<file path="config.mk">
export PLATFORM = sky130hd
export DESIGN_NAME = sws_supervisor
export DESIGN_NICKNAME = d
export VERILOG_FILES = /design/src/hdl/sws_pkg.sv /design/src/hdl/sws_mem_if.sv /design/src/hdl/sws_retention_mem.sv /design/src/hdl/sws_supervisor.sv
export SDC_FILE = /design/constraint.sdc
export NUM_CORES = 2
export LEC_CHECK = 0
export BUFFER_PORTS_ARGS = -buffer_cell sky130_fd_sc_hd__buf_4
export CORE_MARGIN = 5
export CORE_UTILIZATION = 23
export CTS_BUF_LIST = sky130_fd_sc_hd__clkbuf_16
export DETAILED_ROUTE_END_ITERATION = 10
export HOLD_SLACK_MARGIN = 0.03
export PLACE_DENSITY_LB_ADDON = 0.05
export SLEW_MARGIN = 0
export SYNTH_ARGS = -nofsm -noshare
export SYNTH_HDL_FRONTEND = slang
export SYNTH_SLANG_ARGS = --single-unit
</file>
<file path="constraint.sdc">
create_clock -name clk -period 8 [get_ports clk]
set_clock_uncertainty 0.2 [all_clocks]
set_input_delay 1.6 -clock clk [delete_from_list [all_inputs] [get_ports clk]]
set_output_delay 1.6 -clock clk [all_outputs]
set_load 0.05 [all_outputs]
</file>
<file path="src/hdl/sws_pkg.sv">
// constants, register map and state codes of the sleep/wake supervisor
// assumes a 100 MHz clock and a word-aligned byte-addressed register port
package sws_pkg;
  localparam int ADDR_W = 8;
  localparam int DATA_W = 32;
  localparam int N_SUPPLY = 3;
  localparam int SUP_MAIN = 0;
  localparam int SUP_IO = 1;
  localparam int SUP_BUCK2 = 2;

  localparam logic [7:0] OFF_CTRL = 8'h00;
  localparam logic [7:0] OFF_STATUS = 8'h04;
  localparam logic [7:0] OFF_WD_CFG = 8'h08;
  localparam logic [7:0] OFF_WD_KICK = 8'h0c;
  localparam logic [7:0] OFF_RTC_LO = 8'h10;
  localparam logic [7:0] OFF_RTC_HI = 8'h14;
  localparam logic [7:0] OFF_CMP_LO = 8'h18;
  localparam logic [7:0] OFF_CMP_HI = 8'h1c;
  localparam logic [7:0] OFF_SLOW_INC = 8'h20;
  localparam logic [7:0] OFF_SLEEP_CFG = 8'h24;
  localparam logic [7:0] OFF_MEM_BASE = 8'h80;

  localparam int CTRL_SLEEP_BIT = 0;
  localparam int CTRL_USB_EN_BIT = 1;
  localparam int CTRL_WAKE_POL_BIT = 2;
  localparam int CTRL_CMP_EN_BIT = 3;
  localparam int CTRL_SLOW_SEL_BIT = 4;
  localparam int STAT_WD_FLAG_BIT = 8;
  localparam int STAT_PEND_BIT = 9;
  localparam int WD_EN_BIT = 16;

  localparam logic [3:0] CTRL_RST = 4'h0;
  localparam logic [15:0] WD_PERIOD_RST = 16'hffff;
  localparam logic [31:0] SLOW_INC_RST = 32'h0000_0c80;
  localparam logic [7:0] SLEEP_CFG_RST = 8'h00;

  localparam int CLK_PERIOD_NS = 10;
  localparam int MS_NS = 1000000;
  localparam int MS_CYCLES = (MS_NS + CLK_PERIOD_NS - 1) / CLK_PERIOD_NS;
  localparam int MS_W = 17;
  localparam int STEP_NS = 100;
  localparam int STEP_CYCLES = (STEP_NS + CLK_PERIOD_NS - 1) / CLK_PERIOD_NS;
  localparam int HOLD_NS = 1000;
  localparam int HOLD_CYCLES = (HOLD_NS + CLK_PERIOD_NS - 1) / CLK_PERIOD_NS;
  localparam int CNT_W = 8;

  localparam int MEM_WORDS = 32;
  localparam int MEM_AW = 5;

  typedef enum logic [3:0] {
    ST_AWAKE  = 4'b0001,
    ST_ENTER  = 4'b0010,
    ST_ASLEEP = 4'b0100,
    ST_EXIT   = 4'b1000
  } sws_state_t;
endpackage

</file>
<file path="src/hdl/sws_mem_if.sv">
// carrier between the supervisor and its retention memory
// assumes both ends share one clock
`timescale 1ns/1ps
interface sws_mem_if;
  logic rd;
  logic rdAny;
  logic wr;
  logic [sws_pkg::MEM_AW-1:0] addr;
  logic [sws_pkg::DATA_W-1:0] wdata;
  logic [sws_pkg::DATA_W-1:0] regData;
  logic [sws_pkg::DATA_W-1:0] rdata;
  modport ctrl(output rd, rdAny, wr, addr, wdata, regData, input rdata);
  modport mem(input rd, rdAny, wr, addr, wdata, regData, output rdata);
endinterface

</file>
<file path="src/hdl/sws_retention_mem.sv">
// 128-byte always-on memory and the register port read data flop
// assumes power loss is the only event that clears its contents
`timescale 1ns/1ps
module sws_retention_mem (
  input wire logic clk,
  input wire logic rstn,
  input wire logic clkEn,
  sws_mem_if.mem bus
);
  logic [sws_pkg::DATA_W-1:0] store [sws_pkg::MEM_WORDS];
  logic [sws_pkg::DATA_W-1:0] rdata_q;

  // no reset: contents outlive every reset but loss of power
  always_ff @(posedge clk) begin
    if (clkEn && bus.wr) begin
      store[bus.addr] <= bus.wdata;
    end
  end

  always_ff @(posedge clk or negedge rstn) begin
    if (!rstn) begin
      rdata_q <= 32'h0000_0000;
    end else if (clkEn) begin
      if (bus.rd) begin
        rdata_q <= store[bus.addr];
      end else if (bus.rdAny) begin
        rdata_q <= bus.regData;
      end else begin
        rdata_q <= 32'h0000_0000;
      end
    end
  end

  assign bus.rdata = rdata_q;
endmodule

</file>
<file path="src/hdl/sws_supervisor.sv">
// supervisor: reset hold, watchdog, power-mode controller, real-time counter
// assumes supply-good, usb and slow-tick inputs are synchronous to clk
//
// Contract
// hold chip reset from power-up until every supply reports good.
// any supply lost re-enters reset; restart as from cold power-up.
// watchdog is 16 bits, counts milliseconds, own prescaler.
// watchdog period programmable from 1 ms to 65535 ms.
// watchdog not kicked within period issues a full chip reset.
// software can read whether last reset came from the watchdog.
// watchdog counts and fires only in the awake state.
// sleep starts on control-register write or usb standby request.
// software and usb request sleep only while awake.
// awake and asleep are joined by intermediate transition states.
// wake accepted only asleep; stimuli during entry held until asleep.
// wake pin edge, polarity chosen by software.
// wake when 64-bit counter reaches programmed compare value.
// wake on usb resume only when usb is enabled.
// awake, counter adds one per main oscillator tick.
// asleep, counter may move to 31,250 Hz tick by configuration.
// on slow tick the counter adds a programmable increment.
// supply lost during either transition issues system reset.
// 128-byte memory keeps software state through deep sleep.
// software should set sleep config to minimum power settings.
// watchdog flag survives its own reset, cleared by supply loss.
//
// The placing of the registers and the plain strobed port were chosen for this implementation.
`timescale 1ns/1ps
module sws_supervisor #(
  parameter int MS_CYCLES = sws_pkg::MS_CYCLES
) (
  input wire logic clk,
  input wire logic rstn,
  input wire logic clkEn,
  input wire logic [sws_pkg::N_SUPPLY-1:0] supplyGood,
  input wire logic usbStandbyReq,
  input wire logic usbResume,
  input wire logic wakePin,
  input wire logic slowTick,
  input wire logic [sws_pkg::ADDR_W-1:0] regAddr,
  input wire logic [sws_pkg::DATA_W-1:0] regWdata,
  input wire logic regWr,
  input wire logic regRd,
  output logic [sws_pkg::DATA_W-1:0] regRdata,
  output logic chipResetN,
  output logic [3:0] powerState,
  output logic [7:0] sleepCfgOut
);
  function automatic logic isMem(input logic [7:0] a);
    return a[7] == 1'b1;
  endfunction

  sws_mem_if memBus();

  sws_pkg::sws_state_t state_q;
  logic [sws_pkg::CNT_W-1:0] step_q;
  logic [3:0] ctrl_q;
  logic wdEn_q;
  logic [15:0] wdPeriod_q;
  logic [15:0] wdCount_q;
  logic [sws_pkg::MS_W-1:0] msCnt_q;
  logic [sws_pkg::CNT_W-1:0] hold_q;
  logic wdFlag_q;
  logic [63:0] rtc_q;
  logic [63:0] cmp_q;
  logic [31:0] slowInc_q;
  logic [7:0] sleepCfg_q;
  logic wakePend_q;
  logic pinPrev_q;
  logic chipResetN_q;
  logic [7:0] sleepCfgOut_q;
  logic [sws_pkg::DATA_W-1:0] regData;

  logic allGood;
  logic sysClr;
  logic wrHit;
  logic wdRun;
  logic msTick;
  logic wdExpire;
  logic sleepReq;
  logic pinEdge;
  logic rtcHit;
  logic usbWake;
  logic wakeStim;

  assign allGood = &supplyGood;
  assign wrHit = regWr && !isMem(regAddr);
  assign wdRun = allGood && wdEn_q && hold_q == 8'h00 &&
                 state_q == sws_pkg::ST_AWAKE;
  assign msTick = wdRun &&
                  msCnt_q == sws_pkg::MS_W'(MS_CYCLES - 1);
  assign wdExpire = msTick &&
                    (17'(wdCount_q) + 17'h00001) >= 17'(wdPeriod_q);
  assign sysClr = !allGood || wdExpire;
  assign sleepReq = (wrHit && regAddr == sws_pkg::OFF_CTRL &&
                     regWdata[sws_pkg::CTRL_SLEEP_BIT]) ||
                    usbStandbyReq;
  assign pinEdge = ctrl_q[sws_pkg::CTRL_WAKE_POL_BIT - 1] ?
                   (wakePin && !pinPrev_q) :
                   (!wakePin && pinPrev_q);
  assign rtcHit = ctrl_q[sws_pkg::CTRL_CMP_EN_BIT - 1] &&
                  rtc_q >= cmp_q;
  assign usbWake = ctrl_q[sws_pkg::CTRL_USB_EN_BIT - 1] &&
                   usbResume;
  assign wakeStim = pinEdge || rtcHit || usbWake;

  // chip reset output
  always_ff @(posedge clk or negedge rstn) begin
    if (!rstn) begin
      chipResetN_q <= 1'b0;
    end else if (clkEn) begin
      chipResetN_q <= allGood && !wdExpire && hold_q == 8'h00;
    end
  end

  // watchdog reset stretch
  always_ff @(posedge clk or negedge rstn) begin
    if (!rstn) begin
      hold_q <= 8'h00;
    end else if (clkEn) begin
      if (!allGood) begin
        hold_q <= 8'h00;
      end else if (wdExpire) begin
        hold_q <= sws_pkg::CNT_W'(sws_pkg::HOLD_CYCLES - 1);
      end else if (hold_q != 8'h00) begin
        hold_q <= hold_q - 8'h01;
      end
    end
  end

  // watchdog-cause flag
  always_ff @(posedge clk or negedge rstn) begin
    if (!rstn) begin
      wdFlag_q <= 1'b0;
    end else if (clkEn) begin
      if (!allGood) begin
        wdFlag_q <= 1'b0;
      end else if (wdExpire) begin
        wdFlag_q <= 1'b1;
      end
    end
  end

  // millisecond prescaler and watchdog counter
  always_ff @(posedge clk or negedge rstn) begin
    if (!rstn) begin
      msCnt_q <= 17'h00000;
      wdCount_q <= 16'h0000;
    end else if (clkEn) begin
      if (sysClr || (wrHit && regAddr == sws_pkg::OFF_WD_KICK)) begin
        msCnt_q <= 17'h00000;
        wdCount_q <= 16'h0000;
      end else if (msTick) begin
        msCnt_q <= 17'h00000;
        wdCount_q <= wdCount_q + 16'h0001;
      end else if (wdRun) begin
        msCnt_q <= msCnt_q + 17'h00001;
      end
    end
  end

  // software control registers
  always_ff @(posedge clk or negedge rstn) begin
    if (!rstn) begin
      ctrl_q <= sws_pkg::CTRL_RST;
      wdEn_q <= 1'b0;
      wdPeriod_q <= sws_pkg::WD_PERIOD_RST;
      cmp_q <= 64'h0000_0000_0000_0000;
      slowInc_q <= sws_pkg::SLOW_INC_RST;
      sleepCfg_q <= sws_pkg::SLEEP_CFG_RST;
    end else if (clkEn) begin
      if (sysClr) begin
        ctrl_q <= sws_pkg::CTRL_RST;
        wdEn_q <= 1'b0;
        wdPeriod_q <= sws_pkg::WD_PERIOD_RST;
        cmp_q <= 64'h0000_0000_0000_0000;
        slowInc_q <= sws_pkg::SLOW_INC_RST;
        sleepCfg_q <= sws_pkg::SLEEP_CFG_RST;
      end else if (wrHit) begin
        unique case (regAddr)
          sws_pkg::OFF_CTRL: ctrl_q <= regWdata[4:1];
          sws_pkg::OFF_WD_CFG: begin
            wdEn_q <= regWdata[sws_pkg::WD_EN_BIT];
            // zero would mean no time at all; clamp to 1 ms
            wdPeriod_q <= (regWdata[15:0] == 16'h0000) ? 16'h0001 :
                          regWdata[15:0];
          end
          sws_pkg::OFF_CMP_LO: cmp_q[31:0] <= regWdata;
          sws_pkg::OFF_CMP_HI: cmp_q[63:32] <= regWdata;
          sws_pkg::OFF_SLOW_INC: slowInc_q <= regWdata;
          sws_pkg::OFF_SLEEP_CFG: sleepCfg_q <= regWdata[7:0];
          default: ;
        endcase
      end
    end
  end

  // power-mode controller
  always_ff @(posedge clk or negedge rstn) begin
    if (!rstn) begin
      state_q <= sws_pkg::ST_AWAKE;
      step_q <= 8'h00;
    end else if (clkEn) begin
      if (sysClr) begin
        state_q <= sws_pkg::ST_AWAKE;
        step_q <= 8'h00;
      end else begin
        unique case (state_q)
          sws_pkg::ST_AWAKE: begin
            if (sleepReq) begin
              state_q <= sws_pkg::ST_ENTER;
              step_q <= 8'h00;
            end
          end
          sws_pkg::ST_ENTER: begin
            if (step_q == sws_pkg::CNT_W'(sws_pkg::STEP_CYCLES - 1)) begin
              state_q <= sws_pkg::ST_ASLEEP;
              step_q <= 8'h00;
            end else begin
              step_q <= step_q + 8'h01;
            end
          end
          sws_pkg::ST_ASLEEP: begin
            if (wakePend_q) begin
              state_q <= sws_pkg::ST_EXIT;
              step_q <= 8'h00;
            end
          end
          sws_pkg::ST_EXIT: begin
            if (step_q == sws_pkg::CNT_W'(sws_pkg::STEP_CYCLES - 1)) begin
              state_q <= sws_pkg::ST_AWAKE;
              step_q <= 8'h00;
            end else begin
              step_q <= step_q + 8'h01;
            end
          end
          default: begin
            state_q <= sws_pkg::ST_AWAKE;
            step_q <= 8'h00;
          end
        endcase
      end
    end
  end

  // wake stimulus hold
  always_ff @(posedge clk or negedge rstn) begin
    if (!rstn) begin
      wakePend_q <= 1'b0;
      pinPrev_q <= 1'b0;
    end else if (clkEn) begin
      pinPrev_q <= wakePin;
      if (sysClr || state_q == sws_pkg::ST_EXIT) begin
        wakePend_q <= 1'b0;
      end else if (wakeStim && (state_q == sws_pkg::ST_ENTER ||
                                state_q == sws_pkg::ST_ASLEEP)) begin
        wakePend_q <= 1'b1;
      end
    end
  end

  // real-time counter
  always_ff @(posedge clk or negedge rstn) begin
    if (!rstn) begin
      rtc_q <= 64'h0000_0000_0000_0000;
    end else if (clkEn) begin
      if (!allGood) begin
        rtc_q <= 64'h0000_0000_0000_0000;
      end else if (state_q == sws_pkg::ST_ASLEEP &&
                   ctrl_q[sws_pkg::CTRL_SLOW_SEL_BIT - 1]) begin
        if (slowTick) begin
          rtc_q <= rtc_q + {32'h0000_0000, slowInc_q};
        end
      end else begin
        rtc_q <= rtc_q + 64'h0000_0000_0000_0001;
      end
    end
  end

  // sleep configuration applied while asleep
  always_ff @(posedge clk or negedge rstn) begin
    if (!rstn) begin
      sleepCfgOut_q <= 8'h00;
    end else if (clkEn) begin
      sleepCfgOut_q <= (state_q == sws_pkg::ST_ASLEEP) ? sleepCfg_q : 8'h00;
    end
  end

  // register read mux
  always_comb begin
    regData = 32'h0000_0000;
    unique case (regAddr)
      sws_pkg::OFF_CTRL: regData = {27'h0000000, ctrl_q, 1'b0};
      sws_pkg::OFF_STATUS: regData = {22'h000000, wakePend_q, wdFlag_q,
                                      4'h0, state_q};
      sws_pkg::OFF_WD_CFG: regData = {15'h0000, wdEn_q, wdPeriod_q};
      sws_pkg::OFF_WD_KICK: regData = {16'h0000, wdCount_q};
      sws_pkg::OFF_RTC_LO: regData = rtc_q[31:0];
      sws_pkg::OFF_RTC_HI: regData = rtc_q[63:32];
      sws_pkg::OFF_CMP_LO: regData = cmp_q[31:0];
      sws_pkg::OFF_CMP_HI: regData = cmp_q[63:32];
      sws_pkg::OFF_SLOW_INC: regData = slowInc_q;
      sws_pkg::OFF_SLEEP_CFG: regData = {24'h000000, sleepCfg_q};
      default: regData = 32'h0000_0000;
    endcase
  end

  assign memBus.rd = regRd && isMem(regAddr);
  assign memBus.rdAny = regRd;
  assign memBus.wr = regWr && isMem(regAddr);
  assign memBus.addr = regAddr[6:2];
  assign memBus.wdata = regWdata;
  assign memBus.regData = regData;

  sws_retention_mem retention (
    .clk(clk),
    .rstn(rstn),
    .clkEn(clkEn),
    .bus(memBus)
  );

  assign regRdata = memBus.rdata;
  assign chipResetN = chipResetN_q;
  assign powerState = state_q;
  assign sleepCfgOut = sleepCfgOut_q;
endmodule

</file>
* Word level (Yosys, flattened, before mapping)
Memory sizes are Yosys's and may differ from the RTL's.
Index checks and enable logic that the tools add are counted.
** Cells by class
- Add/sub/neg operators :: 7
- $mul :: 0
- Div/mod/pow operators :: 0
- Magnitude comparators :: 2
- Equality and inequality tests :: 22
- Shift-type cells :: 0
- Mux-type cells :: 53
- Bitwise logic cells :: 0
- Reductions and logical operators :: 62
** Operator list (count)
- $mux 64 :: 5
- $pmux 32 s10 :: 1
- $mux 32 :: 7
- $mux 16 :: 6
- $mux 8 :: 11
- $add 64x1->64 const B :: 1
- $add 64x32->64 :: 1
- $ge 64x64->1 :: 1
- $mux 17 :: 3
- $eq 8x5->1 const B :: 4
- $mux 4 :: 8
- $eq 8x4->1 const B :: 3
- $pmux 8 s3 :: 1
- $reduce_and 3->1 :: 8
- $logic_and 1x1->1 :: 20
- $reduce_bool 2->1 :: 9
- $add 16x1->17 const B :: 1
- $add 17x1->17 const B :: 1
- $eq 17x17->1 const B :: 1
- $ge 17x16->1 :: 1
- $add 16x1->16 const B :: 1
- $eq 8x6->1 const B :: 2
- $logic_not 16->1 :: 1
- $logic_not 8->1 :: 2
- 19 further kinds :: 47
** Word-level totals
- Register bits after elaboration :: 286
- Bits in latches :: 0
- Memory bits (writable) :: 1024
- Bits in read-only memories :: 0
- Memories kept :: 1
** Memories
- retention.store :: words 32, bits a word 32, rd ports 1, clocked after Yosys merged registers in 0, write ports 1, RTL line sws_retention_mem.sv:10 : logic [sws_pkg::DATA_W-1:0] store [sws_pkg::MEM_WORDS];

* Logic depth before layout (Yosys ltp)
- Depth in word-level cells :: 10
- Mapped depth :: 17

* Cells and area by module
A second synthesis with hierarchy kept.
** Second synthesis, totals
- Cells, all modules :: 3975
- Area total of the unflattened synthesis :: 56414.1 µm²
** Modules (own cells, without submodules)
- sws_retention_mem :: times used 1, cells each 2154, area each 40365.0 µm², seq. area each 31550.3 µm²
- sws_supervisor :: times used 1, cells each 1821, area each 16049.1 µm², seq. area each 6381.1 µm²

* Worst setup path before layout
No wires, ideal clock.
- Kind :: input-to-reg
- From :: input regAddr[2] (netlist bit)
- To :: memory retention.store[15][0] (netlist bit), enable pin
- Library setup time :: 421 ps
- Arrival time :: 4666 ps
- Data required time :: 7379 ps
- Setup slack :: 2713 ps
- Stages on the path :: 7
- Path through :: clkbuf_1 > clkbuf_1 > buf_2 > clkbuf_1 > clkbuf_1 > nand3_1 > nor2_1
** RTL lines
- start, declared :: RTL line sws_supervisor.sv:40 : input wire logic [sws_pkg::ADDR_W-1:0] regAddr,
- end, declared :: RTL line sws_retention_mem.sv:10
No word-level cell before the write port.

* Worst setup path after layout
- From :: register wdCount_q[1]
- To :: register cmp_q[30]
** Between the ends
- Word-level cells in the longest chain between the ends :: 6
- Elaborated cells on any way between the ends :: 8
- Those cells by class :: add/sub (1); order compare (1); mux (1); reduce/logical (5)
** Ends and longest elaborated chain
- start, declared :: RTL line sws_supervisor.sv:60 : logic [15:0] wdCount_q;
- start signal, assigned :: RTL line sws_supervisor.sv:155 : wdCount_q <= wdCount_q + 16'h0001;
- $add 16x1->17 (*) :: RTL line sws_supervisor.sv:93 : (17'(wdCount_q) + 17'h00001) >= 17'(wdPeriod_q);
- $ge 17x16->1 (*) :: RTL line sws_supervisor.sv:93
- $logic_and 1x1->1 (*) :: RTL line sws_supervisor.sv:92 : assign wdExpire = msTick &&
- $logic_or 1x1->1 (*) :: RTL line sws_supervisor.sv:94 : assign sysClr = !allGood || wdExpire;
- $reduce_bool 2->1 (no source line)
- $reduce_and 3->1 (no source line)
- end signal, assigned :: RTL line sws_supervisor.sv:188 : sws_pkg::OFF_CMP_LO: cmp_q[31:0] <= regWdata;
- end, declared :: RTL line sws_supervisor.sv:65 : logic [63:0] cmp_q;
Every way passes the cells marked *; elsewhere a longest branch is shown, timed or not.
A chain may end at the register's enable or synchronous reset.

==> impl_results.md <==
* Post-Route WL at roughly 210000 µm
* Post-synth EDFFs at 1024
* Unrepaired setup endpoints after global routing: false
* Vias in the first global route at approximately 35000
* # Max-Cap Violations at 0
* Setup violators final at 0
* Register share of total power at 0.485
* Detailed Place HPWL at between 100000 and 150000 µm
* Port bufs at 96
* Gr ovfl total at 0
* Mapped Avg Cell Area at between 15 and 20 µm²
* WL/cell at roughly 31 µm
* LEAKAGE at approximately 22 nW
* Via density at between 4 and 5
* Flop2flop setup slack at roughly 2.5 ns
* DR vias at 32900
* Global-route usage over all layers at 0.168
* # DRC at 0
* CTS tree: built
* Worst skew pair latency at about 0.81 ns
* F_max at between 150 and 200 MHz
* Fin crit share at 0.684
* Worst vdd ir at 0.000196 V
* Most common cell after layout, fill and taps aside: edfxtp_1
* I/O pin cnt at 97
* Global-route wire length before repair at just under 300000 µm
* Largest net degree at the start of global routing at about 120
* Hold Crit Class: reg -> reg
* Synth warnings at 0
* PD cells at between 200 and 250 mW/mm²
* Min-delay src: step_q[7]
* Die Wd at between 500 and 600 µm
* Worst Path Arrival at approximately 6.0 ns
* Seq/Total Area, Yosys at 0.681
* Critical Path Start Type: flip-flop
* FILL cells at between 20000 and 25000
* Critical Path Sink Type: flip-flop
* DR pass1 iterations at 8
* Clock Tree Buf Depth at 3
* Share of cells above drive strength 1 at 0.200
* Initial antenna violation count at 13
* Async S/R FF share, synth at 0.218
* Hold Crit Endpoint: step_q[7]
* Clock sinks at between 1000 and 1500
* FF-to-FF path depth at 15
* Post-synthesis register bit count at around 1300
* Setup TNS at 0 ns
* R2r endpoint: cmp_q[30]
* Hold Crit Depth at 1
* Most frequent cells in the layout: 1024 x edfxtp_1, 266 x dfrtp_1, 256 x mux4_2, 186 x buf_4, 162 x clkbuf_16
* Yosys cell types at 81
* Cell taking the most area after synthesis: edfxtp_1
* Clock Tree Root: clkbuf_16
* Initial Util at 0.231
* Area growth syn-to-layout at 18.2%
* CP max stage cell: o21ai_4
* DIE AREA at between 0.2 and 0.3 mm²
* CP Class: reg -> reg
* CTS buffer count at 161
* Sw frac at 0.242
* Clock power frac at 0.457
* Power, Total at around 15 mW
* Area of the core at ~0.24 mm²
* Routed Antenna Nets at 0
* Syn Nets at between 3000 and 4000
* Cell Area, Synth at 0.0557 mm²
* # Post-CTS Setup Buffers at 0
* Outcome: finished clean
* CP Max Fanout at 32
* Num rows at 180
* FF-to-FF Start: wdCount_q[1]
* CP max stage delay at about 1.2 ns
* Starting DRT DRC Count at 2611
* Slew at the pin with the worst max-slew slack at roughly 1.3 ns
* Largest cells by area after synthesis: edfxtp_1 55%, dfrtp_1 12%, mux4_2 10%
* Final hold vios at 0
* Max Slew Vio Count at 0
* Die height at between 500 and 600 µm
* Final Critical Period at 5.48 ns
* Sw Pwr at between 3 and 4 mW
* Cells after synthesis at between 3000 and 4000
* H-tree depth at 4
* GP Congestion at around 0.76
* Power share of the combinational group at 0.058
* Cts hold-fix bufs at 0
* CTS clk-pin slew, worst paths at ~0.06 ns
* Synth Flop Type: edfxtp_1
* Area share of the largest cell type after synthesis at 0.552
* Post-layout net count at approximately 3800
* Post-CTS sizing at 0
* Relative slew margins at 0.125
* CP cell instances: ha_1 -> nand2_1 -> nor2_1 -> nand2_1 -> nor2_1 -> xor2_1 -> ha_1 -> a21o_1 -> a21o_1 -> a31oi_1 -> o311ai_0 -> o21ai_1 -> nand2_2 -> o21ai_4 -> a22o_1
* Worst Path Required at ~8.5 ns
* Internal power at around 12 mW
-- worst max-delay path by stage --
stage	start	endpoint	slack [ns]	depth (start not counted)
4_1_cts	wdCount_q[1]	cmp_q[30]	2.48	15
3_3_place_gp	regAddr[2]	retention.store[23][12]	2.27	5
6_report	wdCount_q[1]	cmp_q[30]	2.52	15
3_5_place_dp	regAddr[2]	retention.store[23][6]	2.18	5
2_1_floorplan	regAddr[2]	retention.store[15][0]	2.71	7
5_1_grt	wdCount_q[1]	cmp_q[24]	2.23	15
-- worst max-delay path: cells and delay by family, from the launching register on --
family | cells | cell delay (ns)
AO/OA/AOI/OAI | 7 | 2.55
XOR/XNOR | 1 | 0.23
adder cells (fa/ha/maj) | 2 | 0.57
flip-flops | 1 | 0.49
AND/OR/NAND/NOR | 5 | 1.30
-- per-stage QoR --
| step | setup WS (ns) | util | std cells | instance area, µm² | hold slack (ns) |
|---|---|---|---|---|---|
| 4_1_cts | 2.48 | 0.273 | 6947 | 65700 | 0.296 |
| 2_1_floorplan | 2.71 | - | 3473 | 55700 | 0.246 |
| 3_3_place_gp | 2.27 | 0.252 | 6659 | 60800 | 0.278 |
| 5_1_grt | 2.23 | 0.273 | 6949 | 65800 | 0.308 |
| 3_5_place_dp | 2.18 | 0.252 | 6659 | 60800 | 0.280 |
| 6_report | 2.52 | 0.273 | 6953 | 65800 | 0.292 |
-- per-layer routing --
layer | track usage | share of wire | wire length, µm
met1 | 0.230 | 0.46 | 98300
met2 | 0.285 | 0.49 | 105000
met3 | 0.0216 | 0.032 | 6790
met4 | 0.0377 | 0.019 | 4070
met5 | 0 | 0 | 0
-- sequential cells by signal, summed over array words and instances, names as in the netlist --
signal / cells
pinPrev_q: 1
hold_q: 8
slowInc_q: 32
retention.store: 1024
ctrl_q: 4
sleepCfg_q: 8
wdCount_q: 16
wdPeriod_q: 16
wakePend_q: 1
step_q: 8
powerState: 4
cmp_q: 64
rtc_q: 64
wdEn_q: 1
chipResetN: 1
wdFlag_q: 1
msCnt_q: 17
sleepCfgOut: 8
retention.bus.rdata: 32
-- cells by family after synthesis --
family                   count (synthesis)  synth area share
buffers and inverters                  315            0.0218
XOR/XNOR                                72            0.0113
AO/OA/AOI/OAI                          750            0.0951
flip-flops                            1310             0.681
adder cells (fa/ha/maj)                118            0.0267
multiplexers                           269             0.106
AND/OR/NAND/NOR                        639            0.0577
-- power groups by stage --
stage | clock network, mW | logic [mW] | registers (mW)
floorplan | 0 | 0.387 | 7.63
global placement | 0 | 0.924 | 7.59
detailed placement | 0 | 0.917 | 7.59
CTS | 7.29 | 0.918 | 7.45
global route | 7.55 | 0.959 | 7.45
finish | 7.02 | 0.886 | 7.45
-- Yosys cell counts (16+ instances only) --
cell type and count:
o31ai_1 20, and2_1 41, nor3_1 31, and3_1 18, xor2_1 25, nand4_1 69, a211oi_1 25, clkbuf_1 150
o22a_1 16, a21oi_1 148, edfxtp_1 1024, a22o_1 132, o21ai_0 110, nand2b_1 17, inv_1 123, a21o_1 23
nand3_1 49, a22oi_1 150, ha_1 117, nand2_1 147, dfstp_2 20, buf_1 27, nor2_1 177, nor4_1 18
a222oi_1 36, mux4_2 256, dfrtp_1 266, or3_1 20, xnor2_1 47
-- cell type report --
| class | count | area [µm²] | area share |
|---|---|---|---|
| diodes | 6 | 15.0 | 0.000228 |
| clock buffers | 162 | 4050 | 0.0616 |
| clock inverters | 126 | 937 | 0.0143 |
| inverters | 123 | 462 | 0.00702 |
| multi-input cells | 1848 | 16900 | 0.256 |
| flip-flops and latches | 1310 | 37900 | 0.577 |
| well taps | 3185 | 3990 | 0.0606 |
| repair buffers | 193 | 1520 | 0.0231 |
Power figures use the tool's default switching activity.
